[src/common/ppc_map.vh]
// Register offsets, field limits and reset values of the port pin control group
`ifndef PPC_MAP_VH
`define PPC_MAP_VH

`define PPC_ADDR_W 8
`define PPC_OFS_P4_PULLUP 8'h00
`define PPC_OFS_P7_LEVEL 8'h04
`define PPC_OFS_P8_LEVEL 8'h08
`define PPC_OFS_P9_DATA 8'h0c
`define PPC_OFS_P9_DIR 8'h10
`define PPC_OFS_P9_MODE 8'h14
`define PPC_OFS_P9_OPEN_DRAIN 8'h18
`define PPC_OFS_P9_FUNC 8'h1c
`define PPC_OFS_P9_PULLUP 8'h20
`define PPC_OFS_P9_FALL_EN 8'h24
`define PPC_OFS_P9_RISE_EN 8'h28

`define PPC_P4_PULLUP_RST 8'h00
`define PPC_P4_PULLUP_MASK 8'h7f
`define PPC_P8_LEVEL_MASK 8'h03
`define PPC_P9_RST 16'h0000
`define PPC_P9_DIR_RST 16'hffff
`define PPC_P9_INT_LO 2
`define PPC_P9_INT_HI 3
`define PPC_P7_WIDTH_MAX 16
`define PPC_P8_WIDTH 2
`define PPC_P9_WIDTH 16

`endif

[src/rtl/ppc_top.v]
// Port pin control group: port 4 pull-ups, input ports 7 and 8, bidirectional port 9
//
// Added by the designer: the address map and the Wishbone register port.
`timescale 1ns/100ps
`include "ppc_map.vh"

// Operation
// - Port 4 pull-up select is 8 bits, resets to zero, byte or bit access.
// - Bits 0..6 connect their pin pull-up when set; bit 7 reads zero.
// - Port 7 pins are inputs only, without direction control or output driver.
// - Port 7 width is a build parameter, 12 or 16 bits.
// - Port 7 level register is 16 bits, returns pin levels, read-only.
// - Port 7 upper and lower bytes readable separately as bytes or bits.
// - Port 7 pins double as analog converter inputs, one channel per pin.
// - Port 8 has exactly two pins.
// - Port 8 level register is 8 bits read-only; bits 0,1 pins, rest zero.
// - Port 8 pins double as the two analog output channels.
// - Port 9 has sixteen bidirectional pins.
// - Port 9 data register holds output data and reads back inputs per bit.
// - Port 9 direction register picks input or output per pin.
// - Port 9 mode control picks general port or alternate function per pin.
// - Port 9 open-drain select picks push-pull or N-channel open-drain per pin.
// - Port 9 function control picks one of two alternates in control mode.
// - Port 9 pull-up select connects each pin pull-up independently.
// - Falling and rising edge enables choose the valid interrupt edge for pins 2 and 3 only.
// - Port 9 pins carry address, interrupt, timer, UART and serial alternates.
module ppc_top #(
   parameter P7_WIDTH = 16
) (
   input wire CLK,
   input wire NRST,
   input wire WB_CYC_I,
   input wire WB_STB_I,
   input wire WB_WE_I,
   input wire [`PPC_ADDR_W-1:0] WB_ADR_I,
   input wire [3:0] WB_SEL_I,
   input wire [31:0] WB_DAT_I,
   output reg [31:0] WB_DAT_O,
   output wire WB_ACK_O,
   output wire [6:0] P4_PULLUP_EN,
   input wire [P7_WIDTH-1:0] P7_IN,
   input wire [`PPC_P8_WIDTH-1:0] P8_IN,
   input wire ANALOG_OUT_ACTIVE,
   input wire [`PPC_P9_WIDTH-1:0] P9_IN,
   output wire [`PPC_P9_WIDTH-1:0] P9_OUT,
   output wire [`PPC_P9_WIDTH-1:0] P9_OE,
   output wire [`PPC_P9_WIDTH-1:0] P9_PULLUP_EN,
   input wire [`PPC_P9_WIDTH-1:0] ADDR_BUS_OUT,
   input wire ADDR_BUS_OE,
   input wire [`PPC_P9_WIDTH-1:0] PERIPH_OUT,
   input wire [`PPC_P9_WIDTH-1:0] PERIPH_OE,
   output wire [`PPC_P9_WIDTH-1:0] PERIPH_IN,
   output wire [1:0] EXT_INT_EDGE
);

   // Bit positions of the one-hot register select
   localparam SEL_P4_PULLUP = 0;
   localparam SEL_P7_LEVEL = 1;
   localparam SEL_P8_LEVEL = 2;
   localparam SEL_P9_DATA = 3;
   localparam SEL_P9_DIR = 4;
   localparam SEL_P9_MODE = 5;
   localparam SEL_P9_OPEN_DRAIN = 6;
   localparam SEL_P9_FUNC = 7;
   localparam SEL_P9_PULLUP = 8;
   localparam SEL_P9_FALL_EN = 9;
   localparam SEL_P9_RISE_EN = 10;

   reg ack_q;
   reg [7:0] p4_pullup_q;
   reg [15:0] p9_data_q;
   reg [15:0] p9_dir_q;
   reg [15:0] p9_mode_q;
   reg [15:0] p9_od_q;
   reg [15:0] p9_func_q;
   reg [15:0] p9_pullup_q;
   reg [15:0] p9_fall_q;
   reg [15:0] p9_rise_q;
   reg [15:0] p9_in_q;
   reg [1:0] ext_int_q;
   reg [31:0] rd_d;
   reg ack_d;
   reg [7:0] p4_pullup_d;
   reg [15:0] p9_data_d;
   reg [15:0] p9_dir_d;
   reg [15:0] p9_mode_d;
   reg [15:0] p9_od_d;
   reg [15:0] p9_func_d;
   reg [15:0] p9_pullup_d;
   reg [15:0] p9_fall_d;
   reg [15:0] p9_rise_d;
   reg [1:0] ext_int_d;
   reg [15:0] p7_level;
   wire req;
   wire wr;
   wire [10:0] hit;
   wire [15:0] p9_read;
   wire [15:0] pin_drive;
   wire [15:0] pin_value;
   wire [15:0] alt_sel;
   wire [1:0] int_pin;
   wire [1:0] int_prev;
   wire [1:0] int_en;

   // Merge written byte lanes into a 16-bit register
   function [15:0] merge16;
      input [15:0] old;
      input [31:0] data;
      input [3:0] sel;
      begin
         merge16 = old;
         if (sel[0]) begin
            merge16[7:0] = data[7:0];
         end
         if (sel[1]) begin
            merge16[15:8] = data[15:8];
         end
      end
   endfunction

   // One-hot decode of the register offset; an unmapped address sets no bit
   function [10:0] reg_select;
      input [`PPC_ADDR_W-1:0] adr;
      begin
         reg_select = 11'h000;
         if (adr == `PPC_OFS_P4_PULLUP) begin
            reg_select[SEL_P4_PULLUP] = 1'b1;
         end else if (adr == `PPC_OFS_P7_LEVEL) begin
            reg_select[SEL_P7_LEVEL] = 1'b1;
         end else if (adr == `PPC_OFS_P8_LEVEL) begin
            reg_select[SEL_P8_LEVEL] = 1'b1;
         end else if (adr == `PPC_OFS_P9_DATA) begin
            reg_select[SEL_P9_DATA] = 1'b1;
         end else if (adr == `PPC_OFS_P9_DIR) begin
            reg_select[SEL_P9_DIR] = 1'b1;
         end else if (adr == `PPC_OFS_P9_MODE) begin
            reg_select[SEL_P9_MODE] = 1'b1;
         end else if (adr == `PPC_OFS_P9_OPEN_DRAIN) begin
            reg_select[SEL_P9_OPEN_DRAIN] = 1'b1;
         end else if (adr == `PPC_OFS_P9_FUNC) begin
            reg_select[SEL_P9_FUNC] = 1'b1;
         end else if (adr == `PPC_OFS_P9_PULLUP) begin
            reg_select[SEL_P9_PULLUP] = 1'b1;
         end else if (adr == `PPC_OFS_P9_FALL_EN) begin
            reg_select[SEL_P9_FALL_EN] = 1'b1;
         end else if (adr == `PPC_OFS_P9_RISE_EN) begin
            reg_select[SEL_P9_RISE_EN] = 1'b1;
         end
      end
   endfunction

   assign req = WB_CYC_I & WB_STB_I & ~ack_q;
   assign wr = req & WB_WE_I;
   assign hit = reg_select(WB_ADR_I);
   assign WB_ACK_O = ack_q;

   // Port 7 sits in the low bits; absent bits of the small variant read zero
   always @* begin
      p7_level = 16'h0000;
      p7_level[P7_WIDTH-1:0] = P7_IN;
   end

   // Input-mode bits read the pin, output-mode bits read the latch
   assign p9_read = (p9_dir_q & P9_IN) | (~p9_dir_q & p9_data_q);

   always @* begin
      rd_d = 32'h00000000;
      if (hit[SEL_P4_PULLUP]) begin
         rd_d[7:0] = p4_pullup_q & `PPC_P4_PULLUP_MASK;
      end else if (hit[SEL_P7_LEVEL]) begin
         rd_d[15:0] = p7_level;
      end else if (hit[SEL_P8_LEVEL]) begin
         rd_d[7:0] = {6'h00, P8_IN} & `PPC_P8_LEVEL_MASK;
      end else if (hit[SEL_P9_DATA]) begin
         rd_d[15:0] = p9_read;
      end else if (hit[SEL_P9_DIR]) begin
         rd_d[15:0] = p9_dir_q;
      end else if (hit[SEL_P9_MODE]) begin
         rd_d[15:0] = p9_mode_q;
      end else if (hit[SEL_P9_OPEN_DRAIN]) begin
         rd_d[15:0] = p9_od_q;
      end else if (hit[SEL_P9_FUNC]) begin
         rd_d[15:0] = p9_func_q;
      end else if (hit[SEL_P9_PULLUP]) begin
         rd_d[15:0] = p9_pullup_q;
      end else if (hit[SEL_P9_FALL_EN]) begin
         rd_d[15:0] = p9_fall_q;
      end else if (hit[SEL_P9_RISE_EN]) begin
         rd_d[15:0] = p9_rise_q;
      end
   end

   // Acknowledge follows every accepted request by one cycle
   always @* begin
      ack_d = req;
   end

   always @(posedge CLK or negedge NRST) begin
      if (!NRST) begin
         ack_q <= 1'b0;
         WB_DAT_O <= 32'h00000000;
      end else begin
         ack_q <= ack_d;
         if (req) begin
            WB_DAT_O <= rd_d;
         end
      end
   end

   // Level registers of ports 7 and 8 have no write path at all
   always @* begin
      p4_pullup_d = p4_pullup_q;
      if (wr && hit[SEL_P4_PULLUP] && WB_SEL_I[0]) begin
         p4_pullup_d = WB_DAT_I[7:0] & `PPC_P4_PULLUP_MASK;
      end
   end

   always @(posedge CLK or negedge NRST) begin
      if (!NRST) begin
         p4_pullup_q <= `PPC_P4_PULLUP_RST;
      end else begin
         p4_pullup_q <= p4_pullup_d;
      end
   end

   always @* begin
      p9_data_d = p9_data_q;
      if (wr && hit[SEL_P9_DATA]) begin
         p9_data_d = merge16(p9_data_q, WB_DAT_I, WB_SEL_I);
      end
   end

   always @(posedge CLK or negedge NRST) begin
      if (!NRST) begin
         p9_data_q <= `PPC_P9_RST;
      end else begin
         p9_data_q <= p9_data_d;
      end
   end

   always @* begin
      p9_dir_d = p9_dir_q;
      if (wr && hit[SEL_P9_DIR]) begin
         p9_dir_d = merge16(p9_dir_q, WB_DAT_I, WB_SEL_I);
      end
   end

   always @(posedge CLK or negedge NRST) begin
      if (!NRST) begin
         p9_dir_q <= `PPC_P9_DIR_RST;
      end else begin
         p9_dir_q <= p9_dir_d;
      end
   end

   always @* begin
      p9_mode_d = p9_mode_q;
      if (wr && hit[SEL_P9_MODE]) begin
         p9_mode_d = merge16(p9_mode_q, WB_DAT_I, WB_SEL_I);
      end
   end

   always @(posedge CLK or negedge NRST) begin
      if (!NRST) begin
         p9_mode_q <= `PPC_P9_RST;
      end else begin
         p9_mode_q <= p9_mode_d;
      end
   end

   always @* begin
      p9_od_d = p9_od_q;
      if (wr && hit[SEL_P9_OPEN_DRAIN]) begin
         p9_od_d = merge16(p9_od_q, WB_DAT_I, WB_SEL_I);
      end
   end

   always @(posedge CLK or negedge NRST) begin
      if (!NRST) begin
         p9_od_q <= `PPC_P9_RST;
      end else begin
         p9_od_q <= p9_od_d;
      end
   end

   always @* begin
      p9_func_d = p9_func_q;
      if (wr && hit[SEL_P9_FUNC]) begin
         p9_func_d = merge16(p9_func_q, WB_DAT_I, WB_SEL_I);
      end
   end

   always @(posedge CLK or negedge NRST) begin
      if (!NRST) begin
         p9_func_q <= `PPC_P9_RST;
      end else begin
         p9_func_q <= p9_func_d;
      end
   end

   always @* begin
      p9_pullup_d = p9_pullup_q;
      if (wr && hit[SEL_P9_PULLUP]) begin
         p9_pullup_d = merge16(p9_pullup_q, WB_DAT_I, WB_SEL_I);
      end
   end

   always @(posedge CLK or negedge NRST) begin
      if (!NRST) begin
         p9_pullup_q <= `PPC_P9_RST;
      end else begin
         p9_pullup_q <= p9_pullup_d;
      end
   end

   always @* begin
      p9_fall_d = p9_fall_q;
      if (wr && hit[SEL_P9_FALL_EN]) begin
         p9_fall_d = merge16(p9_fall_q, WB_DAT_I, WB_SEL_I);
      end
   end

   always @(posedge CLK or negedge NRST) begin
      if (!NRST) begin
         p9_fall_q <= `PPC_P9_RST;
      end else begin
         p9_fall_q <= p9_fall_d;
      end
   end

   always @* begin
      p9_rise_d = p9_rise_q;
      if (wr && hit[SEL_P9_RISE_EN]) begin
         p9_rise_d = merge16(p9_rise_q, WB_DAT_I, WB_SEL_I);
      end
   end

   always @(posedge CLK or negedge NRST) begin
      if (!NRST) begin
         p9_rise_q <= `PPC_P9_RST;
      end else begin
         p9_rise_q <= p9_rise_d;
      end
   end

   assign P4_PULLUP_EN = p4_pullup_q[6:0];

   // Port 7 and port 8 analog functions are wired at the pad; digital reads stay valid
   // ANALOG_OUT_ACTIVE only documents that port 8 serves the converter outputs

   // Control mode: function bit 0 selects the address bus, 1 the peripheral
   assign alt_sel = p9_mode_q;
   assign pin_value = (alt_sel & ~p9_func_q & ADDR_BUS_OUT)
                    | (alt_sel & p9_func_q & PERIPH_OUT)
                    | (~alt_sel & p9_data_q);
   assign pin_drive = (alt_sel & ~p9_func_q & {16{ADDR_BUS_OE}})
                    | (alt_sel & p9_func_q & PERIPH_OE)
                    | (~alt_sel & ~p9_dir_q);
   assign P9_OUT = pin_value & ~p9_od_q;
   // Open-drain bits only ever pull low
   assign P9_OE = pin_drive & (~p9_od_q | ~pin_value);
   assign P9_PULLUP_EN = p9_pullup_q;
   assign PERIPH_IN = P9_IN & alt_sel & p9_func_q;

   always @(posedge CLK or negedge NRST) begin
      if (!NRST) begin
         p9_in_q <= 16'h0000;
         ext_int_q <= 2'h0;
      end else begin
         p9_in_q <= P9_IN;
         ext_int_q <= ext_int_d;
      end
   end

   // Pulse for a valid edge on the two interrupt-capable pins
   always @* begin
      ext_int_d = (int_en & int_prev & ~int_pin & p9_fall_q[`PPC_P9_INT_HI:`PPC_P9_INT_LO])
                | (int_en & ~int_prev & int_pin & p9_rise_q[`PPC_P9_INT_HI:`PPC_P9_INT_LO]);
   end

   assign int_pin = P9_IN[`PPC_P9_INT_HI:`PPC_P9_INT_LO];
   assign int_prev = p9_in_q[`PPC_P9_INT_HI:`PPC_P9_INT_LO];
   assign int_en = alt_sel[`PPC_P9_INT_HI:`PPC_P9_INT_LO] & p9_func_q[`PPC_P9_INT_HI:`PPC_P9_INT_LO];
   assign EXT_INT_EDGE = ext_int_q;

endmodule // ppc_top

[config.mk]
export PLATFORM = sky130hd
export DESIGN_NAME = ppc_top
export DESIGN_NICKNAME = d
export VERILOG_FILES = /design/src/rtl/ppc_top.v
export VERILOG_INCLUDE_DIRS = /design/src /design/src/common
export SDC_FILE = /design/constraint.sdc
export NUM_CORES = 1
export LEC_CHECK = 0
export BUFFER_PORTS_ARGS = -buffer_cell sky130_fd_sc_hd__buf_2
export CAP_MARGIN = 15
export CORE_MARGIN = 3
export CORE_UTILIZATION = 45
export DETAILED_ROUTE_END_ITERATION = 7
export GPL_TIMING_DRIVEN = 0
export PLACE_DENSITY = 0.7
export SYNTH_ARGS = -nofsm -noshare
export SYNTH_HDL_FRONTEND = slang
export SYNTH_SLANG_ARGS = --single-unit
export TNS_END_PERCENT = 50
[constraint.sdc]
create_clock -name CLK -period 2 [get_ports CLK]
set_input_delay 0.6 -clock CLK [delete_from_list [all_inputs] [get_ports CLK]]
set_output_delay 0.6 -clock CLK [all_outputs]
set_load 0.02 [all_outputs]
# After elaboration in Yosys (flattened, before gate mapping)
# Cells that the tools add are included.
# word_totals
mem_count,0
register_bits,158
rom_bits,0
mem_bits_rw,0
latch_bits,0
# op_classes
shift,0
mux,34
div,0
addsub,0
mul,0
eq_ne,10
reduce_logical,27
magnitude_cmp,0
bitwise,39
# ops
operator,count
AND 16 bit,14
two-way mux 16 bit,9
bitwise OR 16 bit,6
inverter 16 bit,5
two-way mux 8 bit,5
"== test 8 x 5 -> 1 bit, second input constant",4
AND reduction 2 bit,16
"== test 8 x 6 -> 1 bit, second input constant",3
"== test 8 x 4 -> 1 bit, second input constant",2
AND 2 bit,7
two-way mux 1 bit,12
logical AND 1 bit,10
two-way mux 10 bit,1
two-way mux 9 bit,1
"== test 8 x 3 -> 1 bit, second input constant",1
zero test 8 bit,1
two-way mux 7 bit,1
two-way mux 6 bit,1
two-way mux 5 bit,1
two-way mux 4 bit,1
inverter 2 bit,2
AND 1 bit,3
two-way mux 3 bit,1
two-way mux 2 bit,1
2 further kinds,2

# Depth between registers and ports, before layout
# Gate-level depths: netlist (run 1).
# depth
ltp_word,23
ltp_mapped,9
ltp_nobuf,5

# Worst setup path after synthesis (run 1)
# Ideal clock, no wire load.
# synth_timing
path_kind,input to output
start,input ADDR_BUS_OE
end,output P9_OE[10]
slack_ns,-0.188
required_ns,1.400
stages,3
arrival_time_ns,1.588
cell_sequence,clkbuf_1 mux2i_1 a221oi_1
# synth_between
elab_chain_len,4
# synth_rtl
element,line_no,rtl
from (decl),ppc_top.v:49,"input wire ADDR_BUS_OE,"
AND 16 bit,ppc_top.v:356,assign pin_drive = (alt_sel & ~p9_func_q & {16{ADDR_BUS_OE}})
bitwise OR 16 bit,ppc_top.v:357,| (alt_sel & p9_func_q & PERIPH_OE)
bitwise OR 16 bit,ppc_top.v:358,| (~alt_sel & ~p9_dir_q);
AND 16 bit,ppc_top.v:361,assign P9_OE = pin_drive & (~p9_od_q | ~pin_value);
to (decl),ppc_top.v:46,"output wire [`PPC_P9_WIDTH-1:0] P9_OE,"
# Every way passes these cells.

# Final worst setup path (run 1)
# layout_timing
start,register p9_func_q[14]
end,output P9_OE[14]
# layout_between
elab_chain_len,8
word_cells_on_any_way,14
cone_classes,14 x bitwise
# layout_rtl
element,line_no,rtl
from (decl),ppc_top.v:75,reg [15:0] p9_func_q;
from (signal assigned),ppc_top.v:295,p9_func_q <= `PPC_P9_RST;
from (signal assigned),ppc_top.v:297,p9_func_q <= p9_func_d;
inverter 16 bit,"ppc_top.v:353, ppc_top.v:356",
AND 16 bit,"ppc_top.v:353, ppc_top.v:356",
AND 16 bit,ppc_top.v:353,assign pin_value = (alt_sel & ~p9_func_q & ADDR_BUS_OUT)
bitwise OR 16 bit,ppc_top.v:354,| (alt_sel & p9_func_q & PERIPH_OUT)
bitwise OR 16 bit,ppc_top.v:355,| (~alt_sel & p9_data_q);
inverter 16 bit,ppc_top.v:361,
bitwise OR 16 bit,ppc_top.v:361,
AND 16 bit *,ppc_top.v:361,
# Every way passes the cells marked *; elsewhere a longest branch is shown, timed or not.

==> results of run 1 <==
## stage by stage
step	setup TNS (ns)	area, µm²	cells
2_1_floorplan	-5.793	8920	773
3_3_place_gp	-411.33	10260	1236
3_5_place_dp	-109.72	10300	1237
4_1_cts	-5.706	11300	1283
5_1_grt	-6.656	11710	1299
6_report	-4.309	11710	1299
## registers in the layout, summed over array words and instances (netlist names)
signal / count
P9_PULLUP_EN: 16
WB_DAT_O: 16
alt_sel: 16
p9_data_q: 16
p9_dir_q: 16
p9_fall_q: 16
p9_func_q: 16
p9_od_q: 16
p9_rise_q: 16
p4_pullup_q: 7
EXT_INT_EDGE: 2
p9_in_q: 2
WB_ACK_O: 1
## layout by cell type, fill, tap and decap left out, types with 7 or more instances in the layout
cell,Yosys,routed
a21oi_1,36,26
nand3b_1,12,12
a21oi_2,0,10
mux4_2,10,10
a21o_1,10,10
buf_4,19,78
a221oi_2,0,15
nor2_1,36,33
nand2_1,39,34
mux2i_1,57,52
buf_2,11,173
dfrtp_2,0,23
o22ai_1,10,10
a222oi_1,9,9
conb_1,1,16
clkbuf_16,0,18
nor2b_1,34,27
nand3_4,0,7
mux2_2,93,93
mux2_4,16,16
o21ai_0,28,28
dfstp_2,16,16
clkbuf_1,20,8
mux2_1,37,37
dfrtp_1,140,117
and3_1,24,24
buf_6,1,15
## layer usage
layer / track usage / routed length [µm] / up-vias
met2: 0.4172 / 13310 / 351
li1: - / - / 3365
met4: 0.08689 / 776 / 0
met5: 0 / 0 / -
met3: 0.05481 / 2096 / 62
met1: 0.3436 / 11990 / 3708
## power groups by stage
| stage | Combinational, mW | Clock, mW | Sequential [mW] |
|---|---|---|---|
| floorplan | 0.317 | 0 | 3.39 |
| global placement | 0.752 | 0 | 3.34 |
| detailed placement | 0.770 | 0 | 3.34 |
| CTS | 0.811 | 3.18 | 3.28 |
| global route | 0.908 | 3.32 | 3.29 |
| finish | 0.846 | 3.17 | 3.29 |
## what timing repair did
item                                    in CTS  in global routing
setup buffers                               16                 16
endpoints found under the setup margin     185                153
cloned                                       0                  0
resized for setup                          105                 80
pin swaps                                   13                 16
## worst max-delay path: stages, from the launching register on
cell	delay, ns
dfrtp_2	0.44
buf_6	0.13
mux2i_2	0.14
a221oi_2	0.35
buf_4	0.20
## worst max path at each step
stage                       start             to  slack [ns]
floorplan             WB_ADR_I[7]  p9_func_q[10]       -0.10
global placement             NRST  p9_data_q[10]       -2.07
detailed placement    WB_ADR_I[7]     alt_sel[8]       -1.13
CTS                 p9_func_q[14]      P9_OE[14]       -0.34
global route        p9_func_q[14]      P9_OE[14]       -0.36
finish              p9_func_q[14]      P9_OE[14]       -0.31
## kinds of logic (layout without fill, tap and decap cells)
| group | after synthesis | in the layout | share of synthesized area |
|---|---|---|---|
| muxes | 213 | 213 | 0.2852 |
| and+or+nand+nor | 180 | 180 | 0.1136 |
| DFF | 156 | 156 | 0.4476 |
| AOI/OAI and AO/OA | 148 | 148 | 0.1163 |
| buffers and inverters | 59 | 325 | 0.03583 |
| other | 1 | 16 | 0.0004278 |
| xor gates and xnor gates | 1 | 1 | 0.0009993 |
## cell type report
| class | count | area (µm²) |
|---|---|---|
| buffer | 52 | 400.4 |
| multi-input combinational | 558 | 5005 |
| inverter | 5 | 18.77 |
| clock inverter | 10 | 117.6 |
| tap | 260 | 325.3 |
| timing repair buffer | 236 | 1431 |
| clock buffer | 22 | 454.2 |
| fill | 1542 | 7188 |
| sequential | 156 | 3953 |
==> impl_summary.md, run 1 <==
STA
Setup repair after global routing could not meet its margin everywhere. The final hold violation count was 0. Setup violations remaining at the end of the flow were counted as 35. The max-slew violation count is 0. The post-layout worst setup margin is -0.3060 ns. The clock tree skew after final layout is 0.01094 ns. The worst pin sits at a relative slew slack of 0.5693. The fmax is ~430 MHz. The final-layout worst hold slack is 0.1070 ns. The time the worst path needs with I/O delays and setup is approximately 2.3 ns.

Of the available clock period, the critical path in the final layout requires 1.153. For the pin with the worst max-slew slack, the measured transition is 0.6461 ns.

Drt
The first detailed-routing pass ran for 8 iterations. The via count of the routed design is 7486. The detail route stage leaves a number of antenna-violating nets equal to 0. The remaining routing DRC violations is 0. Dividing the detail-routed via count by the number of cells gives 5.763. For this block, the routed nets add up to roughly 28000 µm of wire. The final routed wire length divided by cell count is between 20 and 25 µm. For this block, the initial DRC count from the detailed router was between 600 and 700.

Power
The cell leakage power is 5.800 nW. The combinational share of power is 0.116. The switching power as a share of total power is 0.2562. The fraction of power consumed by the clock network is 0.434. The total power is 7.300 mW. For this design the ratio of total power to cell area is 623.6 nW/µm².

The switching power summed over all nets is 1.871 mW. Of the total power, registers draw 0.450. The highest ir drop seen on vdd is 586.9 µV.

Internal power comes to 5.429 mW.

Worst hold path
The class of the worst hold path is in -> async.

Floorplanning
The floorplan has 50 rows. The placeable core region is 18890 µm². The die outline height is approximately 150 µm.

For this configuration, the core starts out at a cell density of 0.4640. The die area is 21190 µm². The number of top-level design ports is 239.

The die is 145.6 µm wide.

Clock tree
The clock tree synthesis step divided the H-tree into 4 levels. The clock insertion delay at the later pin of the skew report is approximately 0.43 ns. The clock tree root driver cell is clkbuf_16. Buffers inserted during clock tree synthesis total 17.

The clock slew seen by the registers of the worst setup and hold paths is 0.06 ns. For this design, the CTS-stage hold fixing added 0 buffers. The clock tree from TritonCTS is built. The longest clock path from root to sink contains 2 buffers. The clock drives between 150 and 200 sinks.

Critical path
The worst flop-to-flop path endpoint is WB_DAT_O[2]. In this run the critical register-to-register path is launched from WB_ACK_O. The data arrival time at the worst-slack endpoint is 1.71 ns.

The type of the worst setup path is reg -> out. Along the worst path, the maximum fanout reaches 2. The required time of the worst setup path is 1.40 ns. STA classifies the critical path endpoint as an output pin. The sort of element at the start of the critical path is a flop.

The register-to-register path setup slack is 0.03 ns. The count of cells along the worst register-to-register path is 5.

Synthesis
The synthesized design contains 156 register bits. The cell area after synthesis is slightly below 9000 µm². The share of synthesized area in the top cell type comes to 0.3997. By count the netlist is led by dfrtp_1, mux2_2, mux2i_1.

By area the synthesized netlist is led by dfrtp_1, mux2_2, mux2i_1. The number of warning messages in the yosys log is 0. The most used flip-flop cell after synthesis is dfrtp_1. The cell count after synthesis came out at 758. The cell taking the most area after synthesis is dfrtp_1. The netlist uses 65 different library cells. By instance count, the leading cell after synthesis is dfrtp_1. Of all flip-flops after synthesis, the portion carrying an async set or reset was 1.000.

Of the synthesized area, sequential elements account for 0.4476. The synthesized design contains 0 enable-type register cells. The synthesized area per cell is 11.56 µm².

Finish
The number of antenna diodes in the final layout is 0. The layout-stage area growth over the synthesis result is 33.53%. For this run, the post-layout net count is 1159.

The utilization of the core after routing is 0.6195. The fraction of final layout cells with drive strength greater than 1 is 0.5245.

GRT
The pin count of the biggest net entering global routing is 95. The overall routing resource usage is 0.2565. The number of antenna violations at the first check in global routing is 0.

After global routing the overflow that remains totals 0. The first-pass GRT wire length is 42360 µm. The via count of the first global-routing pass was 7275.

Run status
The checks that failed: setup timing. The flow ran to the end, but the final reports show violations.

Place
Detailed placement finished with a half-perimeter wire length of 19060 µm. The count of input and output buffers is roughly 200. The routability congestion estimate is slightly above 0.9. Prior to clock tree synthesis, the placed netlist has a worst setup slack of -1.131 ns.

Flow run
The number of maximum-capacitance constraint violations is 0.
(Power assumes the default switching activity.)
==> inputs of run 2 (changes only) <==
MAX_ROUTING_LAYER = met4   (was not set)
==> run 2 against run 1 <==
Compared with the run above: the run still ends with setup timing left; count of clock-buffer cells in the layout is the same; hold slack got worse by 0.0078 ns; total power about the same; largest cell class unchanged; combinational power is essentially flat; clock power hardly changed; non-clock buffer count did not move; fmax about the same; critical path type unchanged.
==> impl_summary.md, run 2 (same netlist as run 1, synthesis figures left out) <==
Run status
The run finished, with violations left. The checks that failed: setup timing.

STA
The max-slew violation count is 0 (unchanged). Setup repair after global routing could not meet its margin everywhere. The worst slew margin relative to its limit was 0.5634 (-0.005851). The post-route fraction of the period consumed by the critical path was 1.152 (about the same). The post-layout worst setup margin is -0.3037 ns (+0.002270 ns). The final hold violation count is 0 (unchanged). The clock tree skew after final layout is 0.007541 ns (-0.003398 ns).

The setup violation total in the final timing report is 42 (+20%). The fmax is 434.1 MHz (about the same). The time the worst path needs with I/O delays and setup is 2.304 ns (-0.002270 ns). The final-layout worst hold slack is 0.09918 ns (-0.007789 ns). The transition time at the pin with the least slew margin came to 0.6549 ns (+0.008776 ns).

Power
The highest ir drop seen on vdd is 589.3 µV (+0.41%). The cell leakage power is 5.817 nW (+0.28%). The ratio of total power to cell area was 624.7 nW/µm² (+0.17%). The total power came to 7.305 mW (about the same).

Critical path
The critical register-to-register path startpoint is WB_ACK_O. The category of the worst setup path capture point is an output pin. The critical-path maximum fanout is 2 (unchanged). The worst register-to-register path ends at WB_DAT_O[6]. STA classifies the critical path startpoint as a flop. The endpoint of the most critical setup path is P9_OE[14]. The launching instance or port of the critical path is p9_func_q[14]. The count of cells along the worst register-to-register path is 5 (unchanged). The required time of the worst setup path is 1.40 ns (about the same). The type of the worst setup path is reg -> out. The data arrival time at the worst-slack endpoint was 1.70 ns (about the same).

The register-to-register path setup slack was 0.01 ns (-0.02 ns).

Floorplanning
The die outline height is 145.6 µm (unchanged). The width of the die is 145.6 µm (unchanged). The number of top-level design ports is 239 (unchanged). The number of rows created at floorplan is 50 (unchanged).

The starting utilization of the core area came to 0.4640 (unchanged). The placeable core region came to 18890 µm² (unchanged). The die area is 21190 µm² (unchanged).

Worst hold path
In this run the worst hold path is classified as in -> async.

Drt
The number of vias per cell after detailed routing came to 5.785 (+0.39%). The final antenna-violating net count is 0 (unchanged). The total iterations of the first detailed-routing run came to 6 (-2). The final routed wirelength across all metal layers is 28350 µm (+0.64%). The remaining routing DRC violations came to 0 (unchanged).

The final routed wire length divided by cell count is 21.83 µm (+0.64%). The detailed router's first-iteration violation count is 649 (+8.0%). The via count of the routed design is 7515 (+0.39%).

Place
The count of input and output buffers is 203 (unchanged). The routability congestion estimate is 0.9239 (+1.7%). The detailed-placement wirelength estimate is 19060 µm (unchanged).

Finish
The layout-stage area growth over the synthesis result is 33.40% (about the same). The top cell types in the final layout, fill and taps aside, are buf_2, dfrtp_1, mux2_2. The most common library cell in the layout ignoring fill and taps is buf_2. The number of nets in the layout came to 1159 (unchanged).

The antenna diode instance count is 0 (unchanged). The fraction of final layout cells with drive strength greater than 1 is 0.5245 (unchanged).

Clock tree
The clock slew seen by the registers of the worst setup and hold paths is 0.06 ns (about the same). The buffer levels on the longest clock path is 2 (unchanged). In this run the clock root is driven by a clkbuf_16. The clock net sink count is 156 (unchanged). The number of hold buffers added after CTS is 0 (unchanged). The number of buffers created by CTS is 17 (unchanged). The clock insertion delay at the later pin of the skew report came to 0.43 ns (about the same). The total number of H-tree levels is 4 (unchanged). TritonCTS built the clock tree.

GRT
The via count of the first global-routing pass is 7286 (+0.15%). The overall routing resource usage came to 0.2645 (+0.007971). The number of antenna violations at the first check in global routing came to 0 (unchanged).

The final global-route overflow total is 0 (unchanged). The pin count of the biggest net entering global routing came to 95 (unchanged). The first-pass GRT wire length came to 42320 µm (about the same).

Flow run
The number of maximum-capacitance constraint violations was 0 (unchanged).
==> run 2: cell counts in the layout (fill, tap and decap cells not counted) <==
No cell type changed its count.
==> run 2: layout make-up <==
type / count / area, µm²
clock buffer: 22 / 454.2
buffer: 52 / 397.9
clock inverter: 10 / 117.6
timing repair buffer: 236 / 1431
tap: 260 / 325.3
fill: 1543 / 7199
sequential: 156 / 3953
multi-input combinational: 558 / 4996
inverter: 5 / 18.77
==> run 2: where the power goes <==
group / switching [mW] / internal, mW / total [mW] / leakage [nW]
logic: 0.516 / 0.331 / 0.847 / 3.49
clock network: 1.30 / 1.87 / 3.17 / 0.278
registers: 0.0589 / 3.23 / 3.29 / 2.05
==> run 2: how the worst min path moves through the flow <==
stage                                 end  slack (ns)  cells after the start          from
after floorplan           EXT_INT_EDGE[0]        0.30                      0          NRST
after global placement       p9_fall_q[0]        0.48                      1  p9_fall_q[0]
after detailed placement      WB_DAT_O[0]        0.49                      1   WB_DAT_O[0]
after CTS                    p9_func_q[5]        0.12                      1          NRST
after global routing           p9_od_q[5]        0.13                      1          NRST
final                        p9_func_q[5]         0.1                      1          NRST
==> run 2: layer usage <==
| layer | share of wire | global-route usage | wire (µm) |
|---|---|---|---|
| met3 | 0.075 | 0.05761 | 2117 |
| met2 | 0.47 | 0.4179 | 13390 |
| met1 | 0.43 | 0.3458 | 12060 |
| met5 | 0 | - | 0 |
| met4 | 0.028 | 0.07740 | 786 |
==> run 2: worst max-delay path, stage by stage, from the launching register on <==
cell,delay [ns]
dfrtp_2,0.44
buf_6,0.13
mux2i_2,0.14
a221oi_2,0.35
buf_4,0.20
==> run 2: what timing repair did <==
action / CTS / global route
resized for setup: 105 / 77
pin swaps: 13 / 14
buffers inserted: 16 / 16
setup endpoints to repair: 185 / 151
==> run 2: stage by stage <==
stage                     setup TNS (ns)    util  setup WS (ns)  instances  area, µm²
final                             -4.317  0.6189        -0.3037       1299      11690
after global routing              -6.882  0.6189        -0.3651       1299      11690
after floorplan                   -5.793       -        -0.1009        773       8920
after CTS                         -5.706  0.5980        -0.3411       1283      11300
after global placement           -411.33  0.5431         -2.070       1236      10260
after detailed placement         -109.72  0.5451         -1.131       1237      10300
